===== src/thermal_pkg.sv =====
// Shared constants and types for the thermal status serial frame block.
package thermal_pkg;

	// Channel and word geometry.
	localparam int CH_N   = 3;
	localparam int WORD_W = 16;
	localparam int CNT_W  = 4;
	localparam int DRV_W  = 2 * CH_N;

	// Layout of the synchronised pin vector.
	localparam int P_CS   = 0;
	localparam int P_SCLK = 1;
	localparam int P_SI   = 2;
	localparam int P_WARN = 3;
	localparam int P_SHUT = P_WARN + CH_N;
	localparam int PIN_W  = P_SHUT + CH_N;

	// Field positions in the diagnostic and command words.
	localparam int FLAG_BIT         = 0;
	localparam int STATUS_RESET_BIT = 0;
	localparam int DRV_LSB          = 1;

	// Reset and idle values.
	localparam logic [CNT_W-1:0]  CNT_ZERO  = 4'h0;
	localparam logic [CNT_W-1:0]  CNT_ONE   = 4'h1;
	localparam logic [WORD_W-1:0] WORD_ZERO = 16'h0000;
	localparam logic [DRV_W-1:0]  DRV_OFF   = 6'h00;
	// Idle pins: chip select high, serial clock low, so no false edge follows reset.
	localparam logic [PIN_W-1:0]  PIN_IDLE  = 9'h001;

	// Frame tracking states, one-hot.
	typedef enum logic [1:0]
	{
		ST_IDLE  = 2'b01,
		ST_FRAME = 2'b10
	} frame_state_t;

endpackage


===== src/pin_sync.sv =====
// Two-flop synchroniser for the pins that arrive from outside the clock domain.
`timescale 1ns/1ps
module pin_sync
(
	input  wire logic                         i_mclk,
	input  wire logic                         i_reset,
	input  wire logic [thermal_pkg::PIN_W-1:0] i_pins,
	output logic      [thermal_pkg::PIN_W-1:0] o_pins
);

	logic [thermal_pkg::PIN_W-1:0] meta;

	// The first stage feeds only the second; idle pins reset to chip select high.
	always_ff @(posedge i_mclk)
	begin
		if (i_reset)
		begin
			meta   <= thermal_pkg::PIN_IDLE;
			o_pins <= thermal_pkg::PIN_IDLE;
		end
		else
		begin
			meta   <= i_pins;
			o_pins <= meta;
		end
	end

endmodule


===== src/thermal_status_serial_frame.sv =====
// Thermal warning and shutdown latches with the serial frame that reports them.
// Behaviour
// - Three independent monitors, one per channel, each with warning and shutdown levels.
// - Any warning level sets the warning flag; only status reset after cooling clears.
// - A warning alone never turns any driver off.
// - Shutdown level latches all drivers off; cooled turn-on with status reset re-enables.
// - Warning flag is diagnostic bit 0 and stays set until status reset.
// - Chip select falling with input low puts the warning bit on output at once.
// - Early output is low without warning and high with warning.
// - Early level holds while serial clock is static; clocking shifts further bits.
// - First 16 bits shifted out after chip select falls are the diagnostic word.
// - Serial data is accepted only while this chip select is low.
`timescale 1ns/1ps
module thermal_status_serial_frame
(
	input  wire logic                             i_mclk,
	input  wire logic                             i_reset,
	input  wire logic                             i_chip_select_n,
	input  wire logic                             i_sclk,
	input  wire logic                             i_si,
	input  wire logic [thermal_pkg::CH_N-1:0]     i_temp_warn,
	input  wire logic [thermal_pkg::CH_N-1:0]     i_temp_shut,
	input  wire logic [thermal_pkg::WORD_W-1:1]   i_diag_other,
	output logic                                  o_so,
	output logic                                  o_so_oe,
	output logic                                  o_thermal_warn_flag,
	output logic                                  o_shutdown,
	output logic      [thermal_pkg::DRV_W-1:0]    o_drive_on,
	output logic      [thermal_pkg::WORD_W-1:0]   o_command,
	output logic                                  o_frame_done,
	output logic                                  o_frame_error
);

	// True when any bit of a monitor vector is raised.
	function automatic logic any_hot(input logic [thermal_pkg::CH_N-1:0] v);
		any_hot = |v;
	endfunction

	// Driver request field of a command word.
	function automatic logic [thermal_pkg::DRV_W-1:0] drv_field
	(
		input logic [thermal_pkg::WORD_W-1:0] w
	);
		drv_field = w[thermal_pkg::DRV_LSB +: thermal_pkg::DRV_W];
	endfunction

	logic [thermal_pkg::PIN_W-1:0]  pins;
	logic                           cs_n;
	logic                           sclk;
	logic                           si;
	logic [thermal_pkg::CH_N-1:0]   warn;
	logic [thermal_pkg::CH_N-1:0]   shut;
	logic                           cs_prev;
	logic                           sclk_prev;
	logic                           cs_fall;
	logic                           cs_rise;
	logic                           sclk_rise;
	logic                           sclk_fall;
	logic                           warn_any;
	logic                           shut_any;
	thermal_pkg::frame_state_t      state;
	logic                           si_bit;
	logic [thermal_pkg::WORD_W-1:0] rx;
	logic [thermal_pkg::WORD_W-1:0] tx;
	logic [thermal_pkg::WORD_W-1:0] next_tx;
	logic [thermal_pkg::CNT_W-1:0]  bit_cnt;
	logic                           got_bits;
	logic                           frame_end;
	logic                           frame_ok;
	logic                           status_reset_request;
	logic                           next_shutdown;
	logic [thermal_pkg::DRV_W-1:0]  next_drive;

	// All pins, including the analog monitor levels, cross into the clock domain.
	pin_sync u_pin_sync
	(
		.i_mclk  (i_mclk),
		.i_reset (i_reset),
		.i_pins  ({i_temp_shut, i_temp_warn, i_si, i_sclk, i_chip_select_n}),
		.o_pins  (pins)
	);

	// Named views of the synchronised pins.
	assign cs_n = pins[thermal_pkg::P_CS];
	assign sclk = pins[thermal_pkg::P_SCLK];
	assign si   = pins[thermal_pkg::P_SI];
	assign warn = pins[thermal_pkg::P_WARN +: thermal_pkg::CH_N];
	assign shut = pins[thermal_pkg::P_SHUT +: thermal_pkg::CH_N];

	// Each channel has its own pair of levels; any one of them is enough.
	assign warn_any = any_hot(warn);
	assign shut_any = any_hot(shut);

	// Edge history of the synchronised chip select and serial clock.
	always_ff @(posedge i_mclk)
	begin
		if (i_reset)
		begin
			cs_prev   <= 1'b1;
			sclk_prev <= 1'b0;
		end
		else
		begin
			cs_prev   <= cs_n;
			sclk_prev <= sclk;
		end
	end

	// Clock edges count only while this device is selected.
	assign cs_fall   = cs_prev & ~cs_n;
	assign cs_rise   = ~cs_prev & cs_n;
	assign sclk_rise = ~sclk_prev & sclk & ~cs_n & (state == thermal_pkg::ST_FRAME);
	assign sclk_fall = sclk_prev & ~sclk & ~cs_n & (state == thermal_pkg::ST_FRAME);

	// Frame tracking between chip select edges.
	always_ff @(posedge i_mclk)
	begin
		if (i_reset)
			state <= thermal_pkg::ST_IDLE;
		else
		begin
			unique case (state)
				thermal_pkg::ST_IDLE:
					if (cs_fall)
						state <= thermal_pkg::ST_FRAME;
				thermal_pkg::ST_FRAME:
					if (cs_rise)
						state <= thermal_pkg::ST_IDLE;
				default:
					state <= thermal_pkg::ST_IDLE;
			endcase
		end
	end

	// Input bits are sampled on rising serial clock edges, first bit ending at bit 0.
	always_ff @(posedge i_mclk)
	begin
		if (i_reset)
		begin
			si_bit <= 1'b0;
			rx     <= thermal_pkg::WORD_ZERO;
		end
		else if (sclk_rise)
		begin
			si_bit <= si;
			rx     <= {si, rx[thermal_pkg::WORD_W-1:1]};
		end
	end

	// The counter wraps at a word, so zero with bits seen means a whole multiple.
	always_ff @(posedge i_mclk)
	begin
		if (i_reset)
		begin
			bit_cnt  <= thermal_pkg::CNT_ZERO;
			got_bits <= 1'b0;
		end
		else if (cs_fall)
		begin
			bit_cnt  <= thermal_pkg::CNT_ZERO;
			got_bits <= 1'b0;
		end
		else if (sclk_rise)
		begin
			bit_cnt  <= bit_cnt + thermal_pkg::CNT_ONE;
			got_bits <= 1'b1;
		end
	end

	// A frame is acted on only when its length is a whole multiple of a word.
	assign frame_end            = cs_rise & (state == thermal_pkg::ST_FRAME);
	assign frame_ok             = frame_end & got_bits & (bit_cnt == thermal_pkg::CNT_ZERO);
	assign status_reset_request = rx[thermal_pkg::STATUS_RESET_BIT];

	// Outgoing shift register: diagnostic word at select, chained input behind it.
	always_comb
	begin
		next_tx = tx;
		if (cs_fall)
			next_tx = {i_diag_other, o_thermal_warn_flag};
		else if (sclk_fall)
			next_tx = {si_bit, tx[thermal_pkg::WORD_W-1:1]};
	end

	always_ff @(posedge i_mclk)
	begin
		if (i_reset)
			tx <= thermal_pkg::WORD_ZERO;
		else
			tx <= next_tx;
	end

	// The output bit follows the head of the shift register, so it only moves on
	// select or on a falling serial clock and holds while the clock is static.
	always_ff @(posedge i_mclk)
	begin
		if (i_reset)
			o_so <= 1'b0;
		else
			o_so <= next_tx[thermal_pkg::FLAG_BIT];
	end

	// The output is driven only while selected, so parallel outputs never fight.
	always_ff @(posedge i_mclk)
	begin
		if (i_reset)
			o_so_oe <= 1'b0;
		else
			o_so_oe <= ~cs_n;
	end

	// Warning latch: set wins over a clear that lands in the same cycle, and a
	// still-hot channel keeps it set, so clearing implies the part has cooled.
	always_ff @(posedge i_mclk)
	begin
		if (i_reset)
			o_thermal_warn_flag <= 1'b0;
		else if (warn_any)
			o_thermal_warn_flag <= 1'b1;
		else if (frame_ok && status_reset_request)
			o_thermal_warn_flag <= 1'b0;
	end

	// Shutdown latch clears only on a cooled, valid turn-on frame carrying reset.
	always_comb
	begin
		next_shutdown = o_shutdown;
		if (shut_any)
			next_shutdown = 1'b1;
		else if (frame_ok && status_reset_request && (drv_field(rx) != thermal_pkg::DRV_OFF))
			next_shutdown = 1'b0;
	end

	always_ff @(posedge i_mclk)
	begin
		if (i_reset)
			o_shutdown <= 1'b0;
		else
			o_shutdown <= next_shutdown;
	end

	// Last accepted command; a discarded frame leaves it untouched.
	always_ff @(posedge i_mclk)
	begin
		if (i_reset)
			o_command <= thermal_pkg::WORD_ZERO;
		else if (frame_ok)
			o_command <= rx;
	end

	// Drivers follow the command; only the shutdown latch masks them, never warning.
	always_comb
	begin
		next_drive = frame_ok ? drv_field(rx) : drv_field(o_command);
		if (next_shutdown)
			next_drive = thermal_pkg::DRV_OFF;
	end

	always_ff @(posedge i_mclk)
	begin
		if (i_reset)
			o_drive_on <= thermal_pkg::DRV_OFF;
		else
			o_drive_on <= next_drive;
	end

	// One-cycle pulses reporting how each frame ended.
	always_ff @(posedge i_mclk)
	begin
		if (i_reset)
		begin
			o_frame_done  <= 1'b0;
			o_frame_error <= 1'b0;
		end
		else
		begin
			o_frame_done  <= frame_ok;
			o_frame_error <= frame_end & ~frame_ok;
		end
	end
endmodule


===== config.mk =====
export PLATFORM = sky130hd
export DESIGN_NAME = thermal_status_serial_frame
export DESIGN_NICKNAME = d
export VERILOG_FILES = /design/src/thermal_pkg.sv /design/src/pin_sync.sv /design/src/thermal_status_serial_frame.sv
export SDC_FILE = /design/constraint.sdc
export NUM_CORES = 1
export LEC_CHECK = 0
export ABC_AREA = 1
export BUFFER_PORTS_ARGS = -buffer_cell sky130_fd_sc_hd__buf_4
export CORE_ASPECT_RATIO = 0.9
export CORE_MARGIN = 4
export CORE_UTILIZATION = 25
export CTS_CLUSTER_DIAMETER = 80
export DETAILED_ROUTE_END_ITERATION = 8
export HOLD_SLACK_MARGIN = 0.05
export PLACE_DENSITY = 0.45
export SKIP_CTS_REPAIR_TIMING = 1
export SLEW_MARGIN = 20
export SYNTH_ARGS = -nofsm -noshare
export SYNTH_HDL_FRONTEND = slang
export SYNTH_SLANG_ARGS = --single-unit

===== constraint.sdc =====
create_clock -name i_mclk -period 1.8 [get_ports i_mclk]
set_input_delay 0.09 -clock i_mclk [delete_from_list [all_inputs] [get_ports i_mclk]]
set_output_delay 0.09 -clock i_mclk [all_outputs]
set_load 0.1 [all_outputs]

Word level (Yosys, flattened, before mapping)
Cells that the tools add are included.
Operators by class
  bitwise logic cells: 17
  mux-type cells: 10
  reductions and logical operators: 11
  add/sub/neg operators: 1
  equality and inequality tests: 4
Operators by type and width (number)
  2-to-1 mux 16 bit: 2
  bitwise AND 1 bit: 12
  2-to-1 mux 6 bit: 1
  nonzero test 6 bit: 1
  OR reduction 3 bit: 2
  NOT 1 bit: 5
  adder 4 x 1 -> 4 bit (second input constant): 1
  zero test 4 bit: 1
  2-to-1 mux 1 bit: 4
  2-to-1 mux 2 bit: 2
  inequality test 2 bit (second input constant): 2
  case mux 2 bit (2 select lines): 1
  nonzero test 2 bit: 2
  OR reduction 2 bit: 2
  == test 2 x 1 -> 1 bit (second input constant): 1
  == test 2 bit (second input constant): 1
  logical AND 1 bit: 2
  AND reduction 2 bit: 1
Storage, ports and cells
  register bits after elaboration: 87
  bits of input ports: 26

Logic depth before layout (Yosys ltp)
  word-level depth: 10
  depth in mapped cells: 10
  depth with buffers taken out: 10

Hierarchy
From an unflattened synthesis, not the netlist that was laid out.
Unflattened totals
  cell total of the unflattened synthesis: 397
  area, all modules: 3125.5 um2
By module, submodules not included
  thermal_status_serial_frame: cells an instance 340, times used 1, area an instance 2600.0 um2
  pin_sync: cells an instance 57, times used 1, area an instance 525.5 um2

Worst setup path before layout
OpenSTA, ideal clock, no wires.
  path kind: flip-flop to flip-flop
  from: register o_shutdown
  to: register o_drive_on[1] (netlist bit)
  required time: 1686 ps
  cell stages (with the launch flop): 4
  arrival: 1251 ps
  setup time: 114 ps
  buffers on the path: 0
  setup slack: 436 ps
  cell sequence: dfxtp_1 -> nand2_2 -> nand2_4 -> nor2_1
On the way
  word-level cells in the longest chain between the ends: 3
Ends and longest elaborated chain
  start: declaration: RTL line thermal_status_serial_frame.sv:27  | output logic o_shutdown,
  start signal: assignment: RTL line thermal_status_serial_frame.sv:239  | o_shutdown <= next_shutdown;
  2-to-1 mux 1 bit: RTL line thermal_status_serial_frame.sv:230  | else if (frame_ok && status_reset_request && (drv_field(rx) != thermal_pkg::DRV_OFF))
  2-to-1 mux 1 bit: RTL line thermal_status_serial_frame.sv:228  | if (shut_any)
  OR reduction 2 bit (no source line)
  end signal: assignment: RTL line thermal_status_serial_frame.sv:262  | o_drive_on <= thermal_pkg::DRV_OFF;
  end signal: assignment: RTL line thermal_status_serial_frame.sv:264  | o_drive_on <= next_drive;
  end: declaration: RTL line thermal_status_serial_frame.sv:28  | output logic [thermal_pkg::DRV_W-1:0] o_drive_on,
Every way passes these cells.
A chain may end at the register's enable or synchronous reset.

Final worst setup path
  from: register bit_cnt[0] (netlist bit)
  to: register o_drive_on[2] (netlist bit)
On the way
  word-level cells in the longest chain between the ends: 7
  elaborated cells on any way between the ends: 8
  classes of those cells: 3 x mux; 1 x bitwise; 4 x reduce/logical
Ends and longest elaborated chain
  start: declaration: RTL line thermal_status_serial_frame.sv:66  | logic [thermal_pkg::CNT_W-1:0] bit_cnt;
  start signal: assignment: RTL line thermal_status_serial_frame.sv:155  | bit_cnt <= thermal_pkg::CNT_ZERO;
  start signal: assignment: RTL line thermal_status_serial_frame.sv:160  | bit_cnt <= thermal_pkg::CNT_ZERO;
  start signal: assignment: RTL line thermal_status_serial_frame.sv:165  | bit_cnt <= bit_cnt + thermal_pkg::CNT_ONE;
  zero test 4 bit *: RTL line thermal_status_serial_frame.sv:172  | assign frame_ok = frame_end & got_bits & (bit_cnt == thermal_pkg::CNT_ZERO);
  bitwise AND 1 bit *: RTL line thermal_status_serial_frame.sv:172
  logical AND 1 bit (2 in series): RTL line thermal_status_serial_frame.sv:230
  2-to-1 mux 1 bit: RTL line thermal_status_serial_frame.sv:230
  2-to-1 mux 1 bit: RTL line thermal_status_serial_frame.sv:228
  OR reduction 2 bit (no source line)
Mark *: on every way between the ends. The rest lies on a longest branch, timed or not.

==> out/results.tsv <==
metric	value	unit
fin_crit	1.560	ns
grt_max_degree	44	
clock-sinks	86	
cpLargestDelayFamily	simple AND/OR/NAND/NOR gates	
synth_seq_cells	86	
outcome	complete, no violations	
rsz0062_at_grt	no	
grt_first_pass_wirelength	11.70	mm
syn_to_final_growth	28.89	%
worst-setup-path-type	reg2reg	
cts_tree	done	
placedCellCount	616	
power_density	998.2	nW/um^2
drt_iter0_markers	161	
seq_area	1722	sq um
die_w	127.6	um
grt_pass1_vias	2402	
grt.met3_usage	0.02949	
startpoint_type	register	
finalCritPeriodShare	0.8667	
ys_warn_count	0	
fin_nets	500	
vias	2575	
cp.required	2.07	ns
syn-instance-count	415	
cap_violations	0	
start_util	0.2546	
place_area	3736	sq um
core	12640	sq um
cts_buffers	9	
die_h	115.6	um
final-instance-count-excl-fill	640	
use_met1	0.1319	
r2r_cells	10	
dp_hpwl	4.475	mm
multi_input_area	1199	sq um
worst_slew_pin_slew	0.4730	ns
io_pins	54	
ant_nets	0	
fp-row-count	39	
globalplace.congestion	0.7092	
track_usage	0.09919	
final_hold_viol_count	0	
yosysSeqAreaShare	0.5350	
total_power	0.004140	W
stdcell_area	4148	sq um
crit_top_cell	nand2_1	
use_met2	0.1494	
fin_tns_setup	0	ns
max_freq	641.0	MHz
clk_latency	0.34	ns
cp_num_buf_inv	3	
fill_cells	1306	
routed_via_density	4.023	
cpMaxStageDelayCell	dfxtp_1	
clockBufferDepth	2	
synth_nets	443	
reg2reg_from	bit_cnt[0]	
dieArea	14750	sq um
cp_slowest_stage_delay	0.33	ns
wl	6.855	mm
drc	0	
min_path_cells	5	
avgSynthCellArea	7.754	sq um
grt.overflow.total	0	
finalMaxSlewViolations	0	
hp-class	in2reg	
path_clk_slew	0.06	ns
relSlewSlack	0.6847	
leakage	1.898	nW
setup_viol	0	
arrival	1.83	ns
worstPathCellList	inv_1 > ha_1 > nand2_1 > inv_1 > nand2_1 > nor2_8 > inv_4 > nand2_1 > nand3_1 > nor2_1	
drive_gt1_frac	0.1870	
h-tree-depth	3	
first_pass_iters	4	
ir_drop	0.4326	mV
n_antenna_cell	0	
hold_path.startpoint	i_diag_other[10]	
antenna_found_initial	0	
synth_cell_types	30	
crit_fanout	19	
cp.depth	10	
routedWlPerCell	10.71	um
top_usage_layer	met2	
cp-startpoint	bit_cnt[0]	
finalClockSkew	0.007718	ns
netlist_area	3218	sq um
root_buffer	clkbuf_16	
end_kind	register	
portBuffers	53	
[worst reg2reg max path: stages, from the launching register on]
cell and delay, ns:
dfxtp_1 0.33, inv_1 0.08, ha_1 0.14, nand2_1 0.05, inv_1 0.04, nand2_1 0.11, nor2_8 0.30, inv_4 0.16
nand2_1 0.09, nand3_1 0.08, nor2_1 0.12
[sequential cells by signal, indices dropped and copies added, names as in the netlist, 2 cells and up]
name               flops
bit_cnt                4
state                  2
u_pin_sync.o_pins      9
o_command             16
tx                    16
o_drive_on             6
rx                    15
u_pin_sync.meta        9
[metrics by stage]
step | utilization | hold slack (ns) | setup WS, ns
6_report | 0.3282 | 0.09456 | 0.2399
5_1_grt | 0.3282 | 0.1151 | 0.04411
4_1_cts | 0.3211 | -0.06307 | 0.2240
3_5_place_dp | 0.2956 | 0.2803 | 0.2420
3_3_place_gp | 0.2956 | 0.2844 | 0.2739
2_1_floorplan | - | 0.1938 | 0.4357
[final timing paths]
path | end | slack, ns
min reg2reg | u_pin_sync.o_pins[6] | 0.40
max reg2reg | o_drive_on[2] | 0.24
max | o_drive_on[2] | 0.24
min | tx[10] | 0.09
[Yosys cell counts (all sizes together)]
cell	count	share of area
a211oi	1	0.0023
a21oi	28	0.044
buf	10	0.023
clkbuf	9	0.011
dfxtp	86	0.53
ha	2	0.0078
inv	50	0.059
nand2	93	0.12
nand3	26	0.046
nand4	1	0.0019
nor2	74	0.094
nor3	5	0.0078
o21a	1	0.0023
o21ai	26	0.040
or2	2	0.0039
xnor2	1	0.0027
[cells in the final DEF (no fill, tap or decap), drive strengths merged, types with 5 or more instances in the layout]
cell type,instances
nor3,5
nand3,26
inv,51
o21ai,26
dfxtp,86
buf,56
a21oi,28
dlygate4sd3,9
nor2,74
clkbuf,10
nand2,93
[routing by layer]
metal / wire, um / vias to the layer above
met1: 3461 / 1130
met2: 3043 / 39
met3: 274 / 6
li1: - / 1400
met4: 75 / 0
met5: 0 / -
[power by group]
part / internal, W / switching, W
Combinational: 0.0000831 / 0.000129
Sequential: 0.00193 / 0.0000132
Clock: 0.00125 / 0.000734
[logic make-up after synthesis]
logic type               Yosys count  synth area share
AND/OR/NAND/NOR                  201            0.2733
flip-flops                        86            0.5350
buffers and inverters             69           0.09253
AO/OA/AOI/OAI                     56           0.08865
adder cells (fa/ha/maj)            2          0.007775
XOR/XNOR                           1          0.002722
[cell type report]
cell class	count	share of cell area
Inverter	50	0.04585
Sequential cell	86	0.4151
Tap cell	164	0.04947
Clock inverter	5	0.01991
Multi-Input combinational cell	260	0.2890
Timing Repair Buffer	65	0.1231
Clock buffer	10	0.05762
(Power assumes the default switching activity.)
